### src/rtl/dcm_regs.svh
`ifndef DCM_REGS_SVH
`define DCM_REGS_SVH

`define DCM_CTRL_OFF 8'h00
`define DCM_MULT_OFF 8'h04
`define DCM_STAT_OFF 8'h08
`define DCM_WORD_OFF 8'h0c
`define DCM_IRQ_OFF 8'h10
`define DCM_MASK_OFF 8'h14
`define DCM_CTRL_INT_ON 0
`define DCM_CTRL_EXT_ON 1
`define DCM_CTRL_MON_EN 2
`define DCM_CTRL_SLOW 3
`define DCM_EV_FAIL 0
`define DCM_EV_LOCK 1
`define DCM_EV_UNLOCK 2
`define DCM_CTRL_RST 4'h0
`define DCM_MULT_RST 8'h00
`define DCM_WORD_RST 12'h400
`define DCM_STEP_BIG 12'h020
`define DCM_STEP_MID 12'h008
`define DCM_STEP_FINE 12'h001
`define DCM_DIV_SLOWEST 4'h9
`define DCM_FAIL_REFS 3'h4
`define DCM_RESP_OKAY 2'h0
`define DCM_RESP_SLVERR 2'h2
`endif

### src/rtl/dcm_pkg.sv
package dcm_pkg;
	typedef enum logic [2:0] {
		BAND_LOW = 3'h0, BAND_MID_LO = 3'h1, BAND_NEAR_LO = 3'h2,
		BAND_NEAR_HI = 3'h3, BAND_MID_HI = 3'h4, BAND_HIGH = 3'h5
	} dcm_band_t;
	typedef enum logic [2:0] {MON_OFF = 3'h1, MON_RUN = 3'h2, MON_FAIL = 3'h4} dcm_mon_t;
endpackage

### src/rtl/dcm_core_if.sv
`timescale 1ns/1ps
interface dcm_core_if;
	logic lf_en;
	logic step;
	dcm_pkg::dcm_band_t band;
	logic [11:0] word;
	logic lock;
	logic mon_go;
	logic mon_keep;
	logic base_rise;
	logic ext_rise;
	logic ext_reference_clock_rise;
	logic int_reference_clock_rise;
	logic mon_active;
	logic mon_fail;
	modport lf(input lf_en, step, band, output word, lock);
	modport mon(input mon_go, mon_keep, base_rise, ext_rise, ext_reference_clock_rise, int_reference_clock_rise,
		output mon_active, mon_fail);
endinterface

### src/rtl/dcm_loop_filter.sv
`timescale 1ns/1ps
`include "dcm_regs.svh"
module dcm_loop_filter (
	input wire logic mclk,
	input wire logic rstn,
	dcm_core_if.lf c
);
	logic [11:0] word_reg;
	logic [11:0] word_next;
	logic lock_reg;
	logic lock_next;
	wire big = (c.band == dcm_pkg::BAND_LOW) || (c.band == dcm_pkg::BAND_HIGH);
	wire mid = (c.band == dcm_pkg::BAND_MID_LO) || (c.band == dcm_pkg::BAND_MID_HI);
	wire up = (c.band >= dcm_pkg::BAND_NEAR_HI);
	wire near = (c.band == dcm_pkg::BAND_NEAR_LO) || (c.band == dcm_pkg::BAND_NEAR_HI);
	wire [11:0] mag = big ? `DCM_STEP_BIG : (mid ? `DCM_STEP_MID : `DCM_STEP_FINE);
	// plain 12-bit wrap: carries reach the divider code, no clamp
	wire [11:0] stepped = up ? word_reg + mag : word_reg - mag;
	assign word_next = (c.lf_en && c.step) ? stepped : word_reg;
	assign lock_next = !c.lf_en ? 1'b0 : (c.step ? near : lock_reg);
	always_ff @(posedge mclk or negedge rstn) begin
		if (!rstn) begin
			word_reg <= `DCM_WORD_RST;
			lock_reg <= 1'b0;
		end else begin
			word_reg <= word_next;
			lock_reg <= lock_next;
		end
	end
	assign c.word = word_reg;
	assign c.lock = lock_reg;

	big_up_a: assert property (@(posedge mclk) disable iff (!rstn)
		c.lf_en && c.step && c.band == dcm_pkg::BAND_HIGH |=> word_reg == $past(word_reg) + 12'h020)
		else $error("high band step is not +32");
	hold_a: assert property (@(posedge mclk) disable iff (!rstn)
		!c.step |=> $stable(word_reg)) else $error("word changed without comparison");
	carry_only_a: assert property (@(posedge mclk) disable iff (!rstn)
		c.lf_en && c.step && c.band == dcm_pkg::BAND_NEAR_HI && word_reg[7:0] != 8'hff
		|=> word_reg[11:8] == $past(word_reg[11:8])) else $error("divider moved without carry");
	lock_a: assert property (@(posedge mclk) disable iff (!rstn)
		c.lf_en && c.step |=> lock_reg == $past(near)) else $error("lock flag wrong");
endmodule

### src/rtl/dcm_clk_monitor.sv
`timescale 1ns/1ps
`include "dcm_regs.svh"
module dcm_clk_monitor (
	input wire logic mclk,
	input wire logic rstn,
	dcm_core_if.mon m
);
	dcm_pkg::dcm_mon_t st_reg;
	dcm_pkg::dcm_mon_t st_next;
	logic [2:0] bcnt_reg;
	logic [2:0] ecnt_reg;
	// a stopped clock also lets its counter reach four
	wire [2:0] bcnt_next = m.base_rise ? 3'h0 : (m.ext_reference_clock_rise ? bcnt_reg + 3'h1 : bcnt_reg);
	wire [2:0] ecnt_next = m.ext_rise ? 3'h0 : (m.int_reference_clock_rise ? ecnt_reg + 3'h1 : ecnt_reg);
	wire slow = (bcnt_next == `DCM_FAIL_REFS) || (ecnt_next == `DCM_FAIL_REFS);
	always_comb begin
		st_next = st_reg;
		unique case (st_reg)
			dcm_pkg::MON_OFF: if (m.mon_go) st_next = dcm_pkg::MON_RUN;
			dcm_pkg::MON_RUN: begin
				if (!m.mon_keep) st_next = dcm_pkg::MON_OFF;
				else if (slow) st_next = dcm_pkg::MON_FAIL;
			end
			dcm_pkg::MON_FAIL: if (!m.mon_keep) st_next = dcm_pkg::MON_OFF;
			default: st_next = dcm_pkg::MON_OFF;
		endcase
	end
	always_ff @(posedge mclk or negedge rstn) begin
		if (!rstn) begin
			st_reg <= dcm_pkg::MON_OFF;
			bcnt_reg <= 3'h0;
			ecnt_reg <= 3'h0;
		end else begin
			st_reg <= st_next;
			bcnt_reg <= (st_next == dcm_pkg::MON_RUN) ? bcnt_next : 3'h0;
			ecnt_reg <= (st_next == dcm_pkg::MON_RUN) ? ecnt_next : 3'h0;
		end
	end
	assign m.mon_active = (st_reg != dcm_pkg::MON_OFF);
	assign m.mon_fail = (st_reg == dcm_pkg::MON_FAIL);

	slow_base_a: assert property (@(posedge mclk) disable iff (!rstn)
		st_reg == dcm_pkg::MON_RUN && m.mon_keep && !m.base_rise && m.ext_reference_clock_rise
		&& bcnt_reg == 3'h3 |=> st_reg == dcm_pkg::MON_FAIL) else $error("slow base missed");
	stays_on_a: assert property (@(posedge mclk) disable iff (!rstn)
		st_reg != dcm_pkg::MON_OFF && m.mon_keep |=> st_reg != dcm_pkg::MON_OFF)
		else $error("monitor dropped while kept");
	needs_both_a: assert property (@(posedge mclk) disable iff (!rstn)
		!m.mon_keep |=> st_reg == dcm_pkg::MON_OFF) else $error("monitor on without both on");
endmodule

### src/rtl/dcm_top.sv
`timescale 1ns/1ps
`include "dcm_regs.svh"
module dcm_top (
	input wire logic mclk,
	input wire logic rstn,
	input wire logic [7:0] s_axi_awaddr,
	input wire logic s_axi_awvalid,
	output logic s_axi_awready,
	input wire logic [31:0] s_axi_wdata,
	input wire logic [3:0] s_axi_wstrb,
	input wire logic s_axi_wvalid,
	output logic s_axi_wready,
	output logic [1:0] s_axi_bresp,
	output logic s_axi_bvalid,
	input wire logic s_axi_bready,
	input wire logic [7:0] s_axi_araddr,
	input wire logic s_axi_arvalid,
	output logic s_axi_arready,
	output logic [31:0] s_axi_rdata,
	output logic [1:0] s_axi_rresp,
	output logic s_axi_rvalid,
	input wire logic s_axi_rready,
	input wire logic generator_stop_signal,
	input wire logic ring_osc_clock,
	input wire logic ext_clock_in,
	input wire logic ext_reference_clock,
	input wire logic int_reference_clock,
	input wire logic [2:0] cmp_band,
	input wire logic cmp_done,
	input wire logic int_clock_stable_flag,
	input wire logic ext_clock_stable_flag,
	output logic int_generator_enable,
	output logic ext_generator_enable,
	output logic amp_enable,
	output logic input_path_enable,
	output logic slow_crystal_select,
	output logic internal_clock,
	output logic base_clock,
	output logic external_clock,
	output logic [3:0] osc_divider_code,
	output logic [7:0] osc_stage_code,
	output logic [3:0] osc_divider_decoded,
	output logic filter_lock_flag,
	output logic monitor_fail,
	output logic irq
);
	localparam int NS = 10;

	dcm_core_if core ();

	// pin synchronisers; stage one feeds only stage two
	wire [NS-1:0] pins = {cmp_done, cmp_band, int_reference_clock, ext_reference_clock,
		ext_clock_in, ring_osc_clock, int_clock_stable_flag, ext_clock_stable_flag};
	logic [NS-1:0] s1_reg;
	logic [NS-1:0] s2_reg;
	genvar gi;
	generate
		for (gi = 0; gi < NS; gi++) begin : g_sync
			always_ff @(posedge mclk or negedge rstn) begin
				if (!rstn) begin
					s1_reg[gi] <= 1'b0;
					s2_reg[gi] <= 1'b0;
				end else begin
					s1_reg[gi] <= pins[gi];
					s2_reg[gi] <= s1_reg[gi];
				end
			end
		end
	endgenerate

	wire ext_st_s = s2_reg[0];
	wire int_st_s = s2_reg[1];
	wire ick_s = s2_reg[2];
	wire eck_s = s2_reg[3];
	wire ext_reference_clock_s = s2_reg[4];
	wire int_reference_clock_s = s2_reg[5];
	wire [2:0] band_s = s2_reg[8:6];
	wire done_s = s2_reg[9];

	// edge history of the synchronised pins and of the gated base and external clocks
	logic done_d_reg;
	logic ick_d_reg;
	logic ext_reference_clock_d_reg;
	logic int_reference_clock_d_reg;
	logic base_d_reg;
	logic eck_d_reg;

	// control registers
	logic [3:0] ctrl_reg;
	logic [7:0] mult_reg;
	logic [2:0] mask_reg;
	logic [2:0] istat_reg;
	logic [2:0] istat_next;
	logic irq_reg;

	// gated clocks and enables
	logic int_en_reg;
	logic ext_en_reg;
	logic ick_reg;
	logic eck_reg;
	logic base_reg;
	logic base_next;
	logic [7:0] cnt_reg;
	logic [7:0] cnt_next;
	logic [3:0] dec_reg;
	logic lock_d_reg;
	logic fail_d_reg;

	wire int_on = ctrl_reg[`DCM_CTRL_INT_ON];
	wire ext_on = ctrl_reg[`DCM_CTRL_EXT_ON];
	wire int_en_w = int_on && !generator_stop_signal;
	wire ext_en_w = ext_on && !generator_stop_signal;

	// base divider counts rising edges of the ring oscillator
	wire ick_rise = ick_s && !ick_d_reg;
	wire bypass = (mult_reg <= 8'h01);
	wire [7:0] last = mult_reg - 8'h01;
	wire [7:0] half = {1'b0, mult_reg[7:1]};
	always_comb begin
		cnt_next = cnt_reg;
		if (!int_en_w || bypass)
			cnt_next = 8'h00;
		else if (ick_rise)
			cnt_next = (cnt_reg >= last) ? 8'h00 : cnt_reg + 8'h01;
	end
	always_comb begin
		base_next = 1'b0;
		if (int_en_w && bypass)
			base_next = ick_s;
		else if (int_en_w)
			base_next = (cnt_next < half);
	end

	// one comparison result per completed comparison pulse
	assign core.step = done_s && !done_d_reg;
	assign core.band = dcm_pkg::dcm_band_t'(band_s);
	assign core.lf_en = int_en_reg;
	assign core.base_rise = base_reg && !base_d_reg;
	assign core.ext_rise = eck_reg && !eck_d_reg;
	assign core.ext_reference_clock_rise = ext_reference_clock_s && !ext_reference_clock_d_reg;
	assign core.int_reference_clock_rise = int_reference_clock_s && !int_reference_clock_d_reg;
	// stable flags gate only the start; keep looks at the monitor enable and on bits alone
	assign core.mon_keep = ctrl_reg[`DCM_CTRL_MON_EN] && int_on && ext_on;
	assign core.mon_go = core.mon_keep && int_st_s && ext_st_s;

	dcm_loop_filter u_lf (
		.mclk(mclk),
		.rstn(rstn),
		.c(core)
	);

	dcm_clk_monitor u_mon (
		.mclk(mclk),
		.rstn(rstn),
		.m(core)
	);

	// codes a..f run the oscillator at its slowest setting
	wire [3:0] div_w = core.word[11:8];
	wire [3:0] dec_w = (div_w > `DCM_DIV_SLOWEST) ? `DCM_DIV_SLOWEST : div_w;

	always_ff @(posedge mclk or negedge rstn) begin
		if (!rstn) begin
			done_d_reg <= 1'b0;
			ick_d_reg <= 1'b0;
			ext_reference_clock_d_reg <= 1'b0;
			int_reference_clock_d_reg <= 1'b0;
			base_d_reg <= 1'b0;
			eck_d_reg <= 1'b0;
		end else begin
			done_d_reg <= done_s;
			ick_d_reg <= ick_s;
			ext_reference_clock_d_reg <= ext_reference_clock_s;
			int_reference_clock_d_reg <= int_reference_clock_s;
			base_d_reg <= base_reg;
			eck_d_reg <= eck_reg;
		end
	end

	always_ff @(posedge mclk or negedge rstn) begin
		if (!rstn) begin
			int_en_reg <= 1'b0;
			ext_en_reg <= 1'b0;
			ick_reg <= 1'b0;
			eck_reg <= 1'b0;
			base_reg <= 1'b0;
			cnt_reg <= 8'h00;
			dec_reg <= 4'h0;
		end else begin
			int_en_reg <= int_en_w;
			ext_en_reg <= ext_en_w;
			ick_reg <= ick_s && int_en_w;
			eck_reg <= eck_s && ext_en_w;
			base_reg <= base_next;
			cnt_reg <= cnt_next;
			dec_reg <= dec_w;
		end
	end

	// ---- AXI4-Lite slave: one write and one read in flight
	logic awready_reg;
	logic wready_reg;
	logic bvalid_reg;
	logic [1:0] bresp_reg;
	logic arready_reg;
	logic rvalid_reg;
	logic [1:0] rresp_reg;
	logic [31:0] rdata_reg;
	logic aw_hold_reg;
	logic w_hold_reg;
	logic [7:0] aw_addr_reg;
	logic [7:0] w_data_reg;
	logic w_strb0_reg;

	wire aw_take = s_axi_awvalid && awready_reg;
	wire w_take = s_axi_wvalid && wready_reg;
	wire wr_fire = aw_hold_reg && w_hold_reg && !bvalid_reg;
	wire aw_hold_next = (aw_hold_reg || aw_take) && !wr_fire;
	wire w_hold_next = (w_hold_reg || w_take) && !wr_fire;
	wire bvalid_next = wr_fire || (bvalid_reg && !s_axi_bready);
	wire ar_take = s_axi_arvalid && arready_reg;
	wire rvalid_next = ar_take || (rvalid_reg && !s_axi_rready);

	wire [7:0] wa = {aw_addr_reg[7:2], 2'h0};
	wire [7:0] ra = {s_axi_araddr[7:2], 2'h0};
	// only byte lane 0 carries register bits
	wire wr_en = wr_fire && w_strb0_reg;
	wire wr_ctrl = wr_en && (wa == `DCM_CTRL_OFF);
	wire wr_mult = wr_en && (wa == `DCM_MULT_OFF);
	wire wr_mask = wr_en && (wa == `DCM_MASK_OFF);
	wire wa_ok = (wa == `DCM_CTRL_OFF) || (wa == `DCM_MULT_OFF) || (wa == `DCM_STAT_OFF)
		|| (wa == `DCM_WORD_OFF) || (wa == `DCM_IRQ_OFF) || (wa == `DCM_MASK_OFF);
	wire ra_ok = (ra == `DCM_CTRL_OFF) || (ra == `DCM_MULT_OFF) || (ra == `DCM_STAT_OFF)
		|| (ra == `DCM_WORD_OFF) || (ra == `DCM_IRQ_OFF) || (ra == `DCM_MASK_OFF);

	wire [31:0] stat_w = {25'h0, ext_en_reg, int_en_reg, core.mon_fail, core.mon_active,
		ext_st_s, int_st_s, core.lock};
	wire [31:0] rd_w = (ra == `DCM_CTRL_OFF) ? {28'h0, ctrl_reg} :
		(ra == `DCM_MULT_OFF) ? {24'h0, mult_reg} :
		(ra == `DCM_STAT_OFF) ? stat_w :
		(ra == `DCM_WORD_OFF) ? {20'h0, core.word} :
		(ra == `DCM_IRQ_OFF) ? {29'h0, istat_reg} :
		(ra == `DCM_MASK_OFF) ? {29'h0, mask_reg} : 32'h0;

	// sticky events; an event in the clearing read's cycle survives it
	wire [2:0] ev;
	assign ev[`DCM_EV_FAIL] = core.mon_fail && !fail_d_reg;
	assign ev[`DCM_EV_LOCK] = core.lock && !lock_d_reg;
	assign ev[`DCM_EV_UNLOCK] = !core.lock && lock_d_reg;
	wire rd_clr = ar_take && (ra == `DCM_IRQ_OFF);
	assign istat_next = (rd_clr ? 3'h0 : istat_reg) | ev;

	always_ff @(posedge mclk or negedge rstn) begin
		if (!rstn) begin
			awready_reg <= 1'b0;
			wready_reg <= 1'b0;
			aw_hold_reg <= 1'b0;
			w_hold_reg <= 1'b0;
			bvalid_reg <= 1'b0;
			arready_reg <= 1'b0;
			rvalid_reg <= 1'b0;
		end else begin
			awready_reg <= !aw_hold_next;
			wready_reg <= !w_hold_next;
			aw_hold_reg <= aw_hold_next;
			w_hold_reg <= w_hold_next;
			bvalid_reg <= bvalid_next;
			arready_reg <= !rvalid_next;
			rvalid_reg <= rvalid_next;
		end
	end

	always_ff @(posedge mclk or negedge rstn) begin
		if (!rstn) begin
			aw_addr_reg <= 8'h00;
			w_data_reg <= 8'h00;
			w_strb0_reg <= 1'b0;
			bresp_reg <= `DCM_RESP_OKAY;
			rresp_reg <= `DCM_RESP_OKAY;
			rdata_reg <= 32'h0;
		end else begin
			if (aw_take)
				aw_addr_reg <= s_axi_awaddr;
			if (w_take) begin
				w_data_reg <= s_axi_wdata[7:0];
				w_strb0_reg <= s_axi_wstrb[0];
			end
			if (wr_fire)
				bresp_reg <= wa_ok ? `DCM_RESP_OKAY : `DCM_RESP_SLVERR;
			if (ar_take) begin
				rdata_reg <= rd_w;
				rresp_reg <= ra_ok ? `DCM_RESP_OKAY : `DCM_RESP_SLVERR;
			end
		end
	end

	always_ff @(posedge mclk or negedge rstn) begin
		if (!rstn) begin
			ctrl_reg <= `DCM_CTRL_RST;
			mult_reg <= `DCM_MULT_RST;
			mask_reg <= 3'h0;
			istat_reg <= 3'h0;
			irq_reg <= 1'b0;
			lock_d_reg <= 1'b0;
			fail_d_reg <= 1'b0;
		end else begin
			if (wr_ctrl)
				ctrl_reg <= w_data_reg[3:0];
			if (wr_mult)
				mult_reg <= w_data_reg;
			if (wr_mask)
				mask_reg <= w_data_reg[2:0];
			istat_reg <= istat_next;
			irq_reg <= |(istat_next & mask_reg);
			lock_d_reg <= core.lock;
			fail_d_reg <= core.mon_fail;
		end
	end

	assign s_axi_awready = awready_reg;
	assign s_axi_wready = wready_reg;
	assign s_axi_bvalid = bvalid_reg;
	assign s_axi_bresp = bresp_reg;
	assign s_axi_arready = arready_reg;
	assign s_axi_rvalid = rvalid_reg;
	assign s_axi_rresp = rresp_reg;
	assign s_axi_rdata = rdata_reg;
	assign int_generator_enable = int_en_reg;
	assign ext_generator_enable = ext_en_reg;
	// amplifier and input path share the external enable
	assign amp_enable = ext_en_reg;
	assign input_path_enable = ext_en_reg;
	assign slow_crystal_select = ctrl_reg[`DCM_CTRL_SLOW];
	assign internal_clock = ick_reg;
	assign base_clock = base_reg;
	assign external_clock = eck_reg;
	assign osc_divider_code = core.word[11:8];
	assign osc_stage_code = core.word[7:0];
	assign osc_divider_decoded = dec_reg;
	assign filter_lock_flag = core.lock;
	assign monitor_fail = core.mon_fail;
	assign irq = irq_reg;

	amp_gate_a: assert property (@(posedge mclk) disable iff (!rstn)
		amp_enable == $past(ext_on && !generator_stop_signal))
		else $error("amplifier enable wrong");
	int_gate_a: assert property (@(posedge mclk) disable iff (!rstn)
		!int_en_reg |-> !internal_clock && !base_clock)
		else $error("internal clocks not low while disabled");
	ext_gate_a: assert property (@(posedge mclk) disable iff (!rstn)
		generator_stop_signal |=> !ext_generator_enable && !external_clock)
		else $error("external side runs in stop");
	base_pass_a: assert property (@(posedge mclk) disable iff (!rstn)
		int_en_w && bypass |=> base_reg == $past(ick_s))
		else $error("base not passed through");
	mon_accept_a: assert property (@(posedge mclk) disable iff (!rstn)
		!core.mon_active && !(int_st_s && ext_st_s) |=> !core.mon_active)
		else $error("monitor started while unstable");
	dec_slow_a: assert property (@(posedge mclk) disable iff (!rstn)
		core.word[11:8] >= 4'ha |=> osc_divider_decoded == 4'h9)
		else $error("high divider code not decoded as slowest");
endmodule

### config.mk
export PLATFORM = sky130hd
export DESIGN_NAME = dcm_top
export DESIGN_NICKNAME = d
export VERILOG_FILES = /design/src/rtl/dcm_pkg.sv /design/src/rtl/dcm_core_if.sv /design/src/rtl/dcm_loop_filter.sv /design/src/rtl/dcm_clk_monitor.sv /design/src/rtl/dcm_top.sv
export VERILOG_INCLUDE_DIRS = /design/src /design/src/rtl
export SDC_FILE = /design/constraint.sdc
export NUM_CORES = 1
export LEC_CHECK = 0
export BUFFER_PORTS_ARGS = -buffer_cell sky130_fd_sc_hd__buf_2
export CAP_MARGIN = 20
export CORE_UTILIZATION = 50
export DETAILED_ROUTE_END_ITERATION = 10
export PLACE_DENSITY_LB_ADDON = 0.05
export SLEW_MARGIN = 5
export SYNTH_ARGS = -nofsm -noshare
export SYNTH_HDL_FRONTEND = slang
export SYNTH_SLANG_ARGS = --single-unit
### constraint.sdc
create_clock -name mclk -period 5.08 [get_ports mclk]
set_clock_uncertainty 0.05 [all_clocks]
set_input_delay 0.508 -clock mclk [delete_from_list [all_inputs] [get_ports mclk]]
set_output_delay 0.508 -clock mclk [all_outputs]
set_load 0.1 [all_outputs]
; ---- Word level (Yosys, flattened, before mapping)
; Cells that the tools add are included.
[totals]
regBits = 146
latchBits = 0
ramBits = 0
mem_bits_ro = 0
input_bits = 70
output_inout_bits = 68
elab_cells = 199
memories = 0
[op_classes]
addsub = 6
mul = 0
div_mod_pow = 0
magnitude_cmp = 5
n_eq_ne = 23
n_shift = 0
n_mux = 31
bitwise_logic = 2
n_reduce_logical = 74
[ops]
columns = operator, n
row1 = $mux W12, 6
row2 = $mux W3, 13
row3 = $logic_and A1 B1 Y1, 33
row4 = $eq A6 B2 Y1 const B, 4
row5 = $eq A6 B3 Y1 const B, 4
row6 = $mux W8, 3
row7 = $logic_or A1 B1 Y1, 19
row8 = $logic_not A1 Y1, 18
row9 = $logic_not A8 Y1, 2
row10 = $eq A3 B3 Y1 const B, 5
row11 = $add A12 B12 Y12, 1
row12 = $eq A3 B2 Y1 const B, 4
row13 = $eq A6 B1 Y1 const B, 2
row14 = $sub A12 B12 Y12, 1
row15 = $pmux W3 S3, 1
row16 = $add A8 B1 Y8 const B, 1
row17 = $ge A8 B8 Y1, 1
row18 = $le A8 B1 Y1 const B, 1
row19 = $lt A8 B7 Y1, 1
row20 = $mux W4, 2
row21 = $sub A8 B1 Y8 const B, 1
row22 = $add A3 B1 Y3 const B, 2
row23 = $eq A3 B1 Y1 const B, 2
row24 = $gt A4 B4 Y1 const B, 1
row25 = 9 further kinds, 13

; ---- Depth between registers and ports, before layout
; Gate-level depths: netlist of the first run.
[depth]
depth_word = 11
ltp_mapped = 20
mapped_depth_nobuf = 19

; ---- By module
; Synthesis of the first run repeated with hierarchy kept, for this count alone.
[unflattened]
hier_cells = 562
hier_area_um2 = 6082.1
[by_module_without_submodules]
columns = module, instances, cells_per_inst, area_each_um2, seq_area_each_um2
row1 = dcm_top, 1, 385, 4436.8, 2502.4
row2 = dcm_loop_filter, 1, 130, 1129.8, 326.6
row3 = dcm_clk_monitor, 1, 47, 515.5, 226.5

; ---- Least setup slack after synthesis of the first run
; No wires, ideal clock.
[synth_timing]
kind = register to register
startpoint = register mult_reg[5]
endpoint = register base_reg, in the netlist base_clock
setup_ns = 0.126
arrival_ns = 3.361
slack_ns = 1.543
path_stages_with_launch = 18
path_buffers = 1
synth_period_minus_slack_ns = 3.537
path_cell_list = dfrtp_1 > or4_4 > nor4_1 > xnor2_1 > ha_1 > a21oi_1 > o21ai_0 > a21oi_1 > nor2_1 > or2_1 > buf_4 > nor2_1 > ha_1 > nor2_1 > a31o_2 > a21oi_2 > nand4_2 > a2bb2oi_2
[synth_via]
elab_chain_len = 8
word_cells_on_any_way = 11
[synth_rtl]
columns = element, line_no
row1 = "start, declared", dcm_top.sv:90  ; logic [7:0] mult_reg;
row2 = "start signal, assigned", dcm_top.sv:300  ; mult_reg <= `DCM_MULT_RST;
row3 = "start signal, assigned", dcm_top.sv:310  ; mult_reg <= w_data_reg;
row4 = $sub A8 B1 Y8, dcm_top.sv:117  ; wire [7:0] last = mult_reg - 8'h01;
row5 = $ge A8 B8 Y1, dcm_top.sv:124  ; cnt_next = (cnt_reg >= last) ? 8'h00 : cnt_reg + 8'h01;
row6 = $mux W8, dcm_top.sv:124
row7 = $mux W8, dcm_top.sv:123  ; else if (ick_rise)
row8 = $mux W8 (*), dcm_top.sv:121  ; if (!int_en_w || bypass)
row9 = named net cnt_next[3], dcm_top.sv:104  ; logic [7:0] cnt_next;
row10 = $lt A8 B7 Y1 (*), dcm_top.sv:131  ; base_next = (cnt_next < half);
row11 = $mux W1 (*), dcm_top.sv:130  ; else if (int_en_w)
row12 = $mux W1 (*), dcm_top.sv:128  ; if (int_en_w && bypass)
row13 = named net base_next, dcm_top.sv:102  ; logic base_next;
row14 = "end signal, assigned", dcm_top.sv:194  ; base_reg <= base_next;
row15 = "end, declared", dcm_top.sv:101  ; logic base_reg;
; Mark *: on every way through the listed nets, which the timed path passes. The rest lies on a longest branch.
; A chain may end at the register's enable or synchronous reset.

; ---- Final worst setup path of the first run
; Ends and elaborated chain as after synthesis.

==> flow_summary_export.csv, run 1 <==
group,metric,value,unit
run_status,status,"finished, violations left",
run_status,violations,"design-rule violations",
grt,grt_pass1_vias,4139,
finish,drive_gt1_share,26.21,%
die,die_w,111.2,microns
min_path,hp-class,"in2reg",
logic_synthesis,synth_xor_area_share,3.529,%
timing,finalSetupViolCount,0,
routing,drtIter0Drc,200,
worst_setup_path,cp-start-kind,"flip-flop",
worst_setup_path,setup.worst_path.class,"reg2reg",
logic_synthesis,synthAdderAreaFrac,6.637,%
cts,htree_levels,4,
power,p_sw,1.664,mW
placed_design,dp_cells,752,
power,seqPwrFrac,32.6,%
power,power,4.170,mW
placed_design,gp_congestion,0.8980,
timing,slew_headroom,35.07,%
worst_setup_path,crit_fanout,7,
power,p_leak,3.422,nW
finish,post-route-util,61.20,%
logic_synthesis,synth-seq-cells,122,
power,pwr-share-comb,37.2,%
power,cellPowerDensity,591.7,nW/um^2
timing,fin_ws,1.116,ns
finish,final_nets,729,
logic_synthesis,synth-simple-area-share,14.26,%
placed_design,dpl_cell_area,6419,sq um
die,core,11520,sq um
cts,cts_tree,"yes",
die,fp.dieArea,12350,sq um
timing,worst_pin_slew,0.9740,ns
logic_synthesis,avgSynthCellArea,11.07,sq um
timing,timing.final.hold_violations,0,
logic_synthesis,netlist_area,5957,sq um
grt,grt_first_pass_wirelength,20520,microns
timing,rsz0062_at_grt,"no",
grt,grt_antenna_before_repair,0,
timing,slew_violations,0,
cts,clk_pin_slew,0.05,ns
routing,ant_nets,0,
placed_design,port_buffers,84,
power,peakVddDrop,0.4246,mV
cts,cts_resized,0,
worst_setup_path,end_kind,"flip-flop",
logic_synthesis,synth_ff_type,"dfrtp_1",
cts,cts.sinks,122,
job,cap_violations,0,
routing,wirelength,12080,microns
grt,track_usage,21.69,%
finish,n_antenna_cell,0,
logic_synthesis,synth_top_family_by_area,"simple AND/OR/NAND/NOR gates",
timing,tns,0,ns
placed_design,place_ws,1.097,ns
die,io_pins,138,
finish,fillers,1000,
cts,clkLatencyLatePin,0.41,ns
finish,stdcell_area,7048,sq um
cts,root_buffer,"clkbuf_16",
timing,hold_ws,0.1473,ns
power,switching_share,39.90,%
worst_setup_path,crit_required,5.32,ns
routing,first_pass_iters,8,
logic_synthesis,ys.warnings.count,0,
logic_synthesis,synth-compound-area-share,10.17,%
logic_synthesis,yosysUniqueCellTypes,62,
grt,grt_max_degree,78,
finish,fin_cells,784,
cts,cts_inserted_buffers,17,
routing,wl_per_cell,15.41,microns
die,initial_utilization,51.73,%
routing,vias,4119,
logic_synthesis,synth_edf_count,0,
power,p_int,2.506,mW
cts,postCtsSetupRepairBufs,0,
cts,clockBufferDepth,2,
logic_synthesis,ys_async_sr_fraction,100.0,%
cts,hold_buffers,0,
timing,final.period_utilization,78.03,%
power,clkPwrFrac,30.2,%
logic_synthesis,seq_area_frac_synth,51.29,%
timing,fin_crit,3.964,ns
placed_design,dpl.hpwl,8767,microns
worst_setup_path,critPathArrivalTime,4.20,ns
logic_synthesis,postSynthCellCount,538,
timing,fmax,252.3,MHz
logic_synthesis,muxShareOfSynthArea,8.549,%
routing,route.detailed.drc,26,
die,row_count,39,
grt,overflow,0,
finish,synthToLayoutAreaGrowth,18.32,%
die,dieHeight,111.2,microns
routing,avgViaCountPerCell,5.254,
## cell usage after synthesis (all sizes together), types with 4 or more instances
| cell | count | area [sq um] |
|---|---|---|
| nor2b | 12 | 75.07 |
| o21a | 6 | 45.04 |
| a21oi | 15 | 78.83 |
| inv | 27 | 101.4 |
| nand2 | 42 | 157.7 |
| a22o | 5 | 43.79 |
| nand2b | 12 | 75.07 |
| clkbuf | 7 | 26.28 |
| mux2 | 37 | 416.7 |
| nand3 | 9 | 45.04 |
| buf | 28 | 200.2 |
| a211oi | 5 | 37.54 |
| a22oi | 4 | 30.03 |
| xnor2 | 18 | 157.7 |
| and2 | 5 | 31.28 |
| or3 | 4 | 25.02 |
| ha | 30 | 375.4 |
| nor3b | 4 | 30.03 |
| nand4 | 8 | 56.30 |
| xor2 | 6 | 52.55 |
| nand3b | 4 | 30.03 |
| o21ai | 31 | 155.2 |
| nor3 | 15 | 75.07 |
| nor2 | 32 | 122.6 |
| mux2i | 7 | 70.07 |
| dfrtp | 120 | 3003 |
## per-layer routing
metal	part of all wire (%)	global-route usage (%)	up-vias
met5	0	0	-
met4	1.8	9.640	0
met3	5.2	6.014	16
met2	47	33.84	118
met1	46	28.31	1955
li1	-	-	2030
## layout by cell type, fill, tap and decap left out, types with 5 or more instances in the layout
master	count
mux2i_1	7
a211oi_1	5
xnor2_1	18
conb_1	22
dfrtp_1	120
nand2_1	42
nand4_1	7
nor2_1	31
a22o_1	5
inv_1	27
ha_1	30
nand3_1	9
o21ai_0	31
clkbuf_16	17
xor2_1	6
o21a_1	6
mux2_2	37
nor3_1	15
buf_2	83
nor2b_1	12
a21oi_1	14
and2_1	5
nand2b_1	12
## power groups by stage
stage / logic (mW) / clock network (mW) / registers [mW]
2_1_floorplan: 0.813 / 0 / 1.83
3_3_place_gp: 1.53 / 0 / 1.37
3_5_place_dp: 1.56 / 0 / 1.38
4_1_cts: 1.56 / 1.28 / 1.37
5_1_grt: 1.67 / 1.33 / 1.39
6_report: 1.55 / 1.26 / 1.36
## final cells by class
cell class	instances	area (sq um)	area share, %
Clock buffer	21	460.4	6.533
Multi-Input combinational cell	375	2653	37.64
Tap cell	143	178.9	2.539
Inverter	27	101.3	1.438
Timing Repair Buffer	85	430.4	6.107
Clock inverter	11	168.9	2.397
Sequential cell	122	3055	43.35
## critical path, stage by stage (launching register included)
cell       delay (ns)
dfrtp_1          0.47
or4_4            0.60
nor4_1           0.28
xnor2_1          0.16
ha_1             0.26
a21oi_1          0.13
o21ai_0          0.10
a21oi_1          0.23
nor2_1           0.08
or2_1            0.32
nor2_1           0.20
ha_1             0.19
nand2_1          0.07
a31o_2           0.24
a21oi_2          0.16
nand4_2          0.12
a2bb2oi_2        0.17
## cells by family after synthesis
logic type | Yosys count
buf+inv | 62
mux | 45
simple gates | 161
fa+ha+maj | 31
other cells | 1
flops | 122
compound gates | 92
xor+xnor | 24
## final timing paths
path / startpoint / end / slack (ns) / cells past startpoint
setup reg to reg: mult_reg[5] / base_clock / 1.12 / 16
hold reg to reg: s1_reg[5] / int_reference_clock_s / 0.30 / 0
max in group asynchronous: rstn / u_mon.st_reg[0] / 3.62 / 2
min in group asynchronous: rstn / ext_reference_clock_s / 0.21 / 1
hold / removal: cmp_band[1] / s1_reg[7] / 0.15 / 1
setup / recovery: mult_reg[5] / base_clock / 1.12 / 16
(Power assumes the default switching activity.)
==> inputs of run 2 (changes only) <==
- ABC_AREA: not set -> 1
- CORE_UTILIZATION: 50 -> 49
- clock period: 5.08 -> 3.3 ns (I/O delays scaled with it)
==> run 2 against run 1 <==
The flow now finishes without violations. Final cell count is 23% higher. Largest power group unchanged. Wire length grew 9.3%. Setup slack got worse by 0.81 ns. Highest routed layer unchanged. Clock power rose by 66%. Via count grew 15%. Final area is 3.7% higher. Largest cell class unchanged.
==> flow_summary_export.csv, run 2 <==
group,metric,value,unit
timing,fin_crit,2.994,ns
placed_design,place_ws,0.1827,ns
grt,grt_antenna_before_repair,0,
placed_design,port_buffers,84,
job,cap_violations,0,
grt,overflow,0,
finish,final_cell_mix,"nand2_1 (151), dfrtp_1 (120), inv_1 (102)",
worst_setup_path,slowest_delay,0.41,ns
logic_synthesis,netlist_area,5992,sq um
finish,final_common_cell,"nand2_1",
timing,slew_violations,0,
routing,ant_nets,0,
timing,tns,0,ns
die,io_pins,138,
logic_synthesis,synth_ff_type,"dfrtp_1",
finish,synthToLayoutAreaGrowth,22.01,%
cts,postCtsSetupRepairBufs,0,
routing,first_pass_iters,5,
logic_synthesis,yosys.area.top_type,"dfrtp_1",
worst_setup_path,cp-start-kind,"flip-flop",
worst_setup_path,crit_required,3.61,ns
grt,grt_pass1_vias,4770,
cts,clockBufferDepth,2,
power,seqPwrFrac,31.5,%
power,p_leak,3.877,nW
timing,fmax,334.0,MHz
power,pwr-share-comb,35.5,%
worst_setup_path,end_kind,"flip-flop",
placed_design,dp_cells,919,
worst_setup_path,ff2ff_path_depth,20,
routing,route.detailed.drc,0,
logic_synthesis,synth.top_cell.area_share,50.11,%
worst_setup_path,critPathArrivalTime,3.31,ns
logic_synthesis,synth-seq-cells,122,
logic_synthesis,synth_area_leaders,"dfrtp_1 (50%), nand2_1 (9.5%), inv_1 (6.5%), ha_1 (6.3%), o21ai_0 (5.6%)",
finish,post-route-util,61.12,%
logic_synthesis,yosysUniqueCellTypes,43,
routing,avgViaCountPerCell,4.928,
power,p_sw,2.633,mW
timing,timing.final.hold_violations,0,
worst_setup_path,crit_fanout,5,
finish,final_nets,903,
logic_synthesis,synth_edf_count,0,
cts,root_buffer,"clkbuf_16",
timing,slew_headroom,51.19,%
grt,grt_max_degree,56,
cts,clkLatencyLatePin,0.42,ns
finish,drive_gt1_share,17.55,%
die,die_w,112.6,microns
routing,drtIter0Drc,356,
min_path,hp-class,"in2reg",
die,fp.dieArea,12670,sq um
logic_synthesis,ys.warnings.count,0,
worst_setup_path,setup.worst_path.class,"reg2reg",
timing,worst_pin_slew,0.7321,ns
timing,finalSetupViolCount,0,
cts,htree_levels,4,
cts,cts_tree,"yes",
finish,fin_cells,962,
routing,wirelength,13210,microns
worst_setup_path,critPathMostFrequentCell,"nand2_1",
cts,cts.sinks,122,
logic_synthesis,ys_async_sr_fraction,100.0,%
power,cellPowerDensity,865.1,nW/um^2
timing,fin_ws,0.3061,ns
timing,final.period_utilization,90.72,%
worst_setup_path,r2r_start,"mult_reg[0]",
finish,n_antenna_cell,0,
grt,grt_first_pass_wirelength,22560,microns
cts,clk_pin_slew,0.06,ns
die,row_count,40,
grt,track_usage,23.19,%
timing,rsz0062_at_grt,"no",
logic_synthesis,avgSynthCellArea,8.659,sq um
finish,multi_input_area,2427,sq um
power,peakVddDrop,0.7404,mV
worst_setup_path,cp_cell_sequence,"inv_2, ha_2, inv_1, nor2_2, nand2_1, xor2_1, ha_1, nand2_1, o21a_1, nand2_1, nand2_1, nand2_2, nor2_1, ha_1, or2_0, a21oi_1, nand2_1, nor2_1, nand2_1, nand2_1",
worst_setup_path,rrSetupSlack,0.31,ns
logic_synthesis,post-synth-top-count-cell,"nand2_1",
power,switching_share,41.63,%
min_path,holdCritStartpoint,"s_axi_bready",
cts,cts_inserted_buffers,17,
power,clkPwrFrac,33.0,%
run_status,status,"complete, no violations",
worst_setup_path,worstReg2RegEnd,"base_clock",
logic_synthesis,synthTopCellsByCount,"nand2_1 (152), dfrtp_1 (120), inv_1 (104)",
worst_setup_path,crit_slowest_cell,"dfrtp_1",
die,dieHeight,112.6,microns
die,core,11960,sq um
finish,seq_area,3055,sq um
logic_synthesis,seq_area_frac_synth,50.99,%
routing,vias,4741,
finish,fillers,1042,
power,p_int,3.692,mW
min_path,holdPathStages,2,
die,initial_utilization,50.09,%
placed_design,gp_congestion,0.8385,
placed_design,dpl.hpwl,9690,microns
min_path,whs_endpoint,"s_axi_bvalid",
logic_synthesis,postSynthCellCount,692,
routing,wl_per_cell,13.73,microns
run 2: layer usage:
metal / GRT usage, % / vias up / routed length, microns
met5: 0 / - / 0
met2: 37.86 / 93 / 6452
met3: 5.886 / 12 / 521
met1: 29.96 / 2243 / 6072
li1: - / 2393 / -
met4: 8.267 / 0 / 162
run 2: power by group through the flow:
stage               registers (mW)  logic [mW]  clock network (mW)
floorplan                     2.63        1.12                   0
global route                  2.03        2.49                2.19
CTS                           1.99        2.25                2.12
detailed placement            2.01        2.22                   0
finish                        1.99        2.25                2.09
global placement              2.00        2.18                   0
run 2: what timing repair did:
item / CTS / global route
hold buffers: 11 / 0
hold endpoints to repair: 62 / 0
gates resized for setup: 0 / 5
endpoints found under the setup margin: 0 / 1
run 2: area by class of cell:
type                            count  share of cell area, %
Sequential cell                   122                  41.79
Multi-Input combinational cell    455                  33.20
Clock inverter                     15                  3.252
Timing Repair Buffer              100                  7.975
Clock buffer                       17                  5.819
Tap cell                          147                  2.516
Inverter                          106                  5.442
run 2: worst max-delay path, delay by kind of cell (launching register included):
| kind | cells | cell delay (ns) |
|---|---|---|
| flip-flops | 1 | 0.41 |
| adder cells (fa/ha/maj) | 3 | 0.67 |
| AO/OA/AOI/OAI | 2 | 0.34 |
| XOR/XNOR | 1 | 0.17 |
| buffers and inverters | 2 | 0.16 |
| AND/OR/NAND/NOR | 12 | 1.12 |
run 2: kinds of logic (layout without fill, tap and decap cells):
kind of cell	after synthesis	in the layout	synth area share, %
AO/OA/AOI/OAI	112	112	10.13
XOR/XNOR	19	19	2.777
buffers and inverters	136	238	10.02
adder cells (fa/ha/maj)	31	31	6.598
flip-flops	122	122	50.99
AND/OR/NAND/NOR	271	271	19.42
other	1	22	0.06258
run 2: worst max path at each step:
| stage | depth (start not counted) | endpoint | start |
|---|---|---|---|
| after floorplan | 20 | base_clock | mult_reg[0] |
| after global placement | 20 | base_clock | mult_reg[0] |
| after detailed placement | 20 | base_clock | mult_reg[0] |
| after CTS | 20 | base_clock | mult_reg[0] |
| after global routing | 22 | base_clock | mult_reg[2] |
| final | 20 | base_clock | mult_reg[0] |
run 2: stage by stage:
step | instance area, sq um | hold slack [ns] | power, mW
finish | 7311 | 0.02850 | 6.324
global route | 7311 | 0.03677 | 6.710
CTS | 7303 | 0.01452 | 6.362
detailed placement | 6530 | 0.2870 | 4.228
global placement | 6530 | 0.2840 | 4.184
floorplan | 6076 | -0.01559 | 3.748
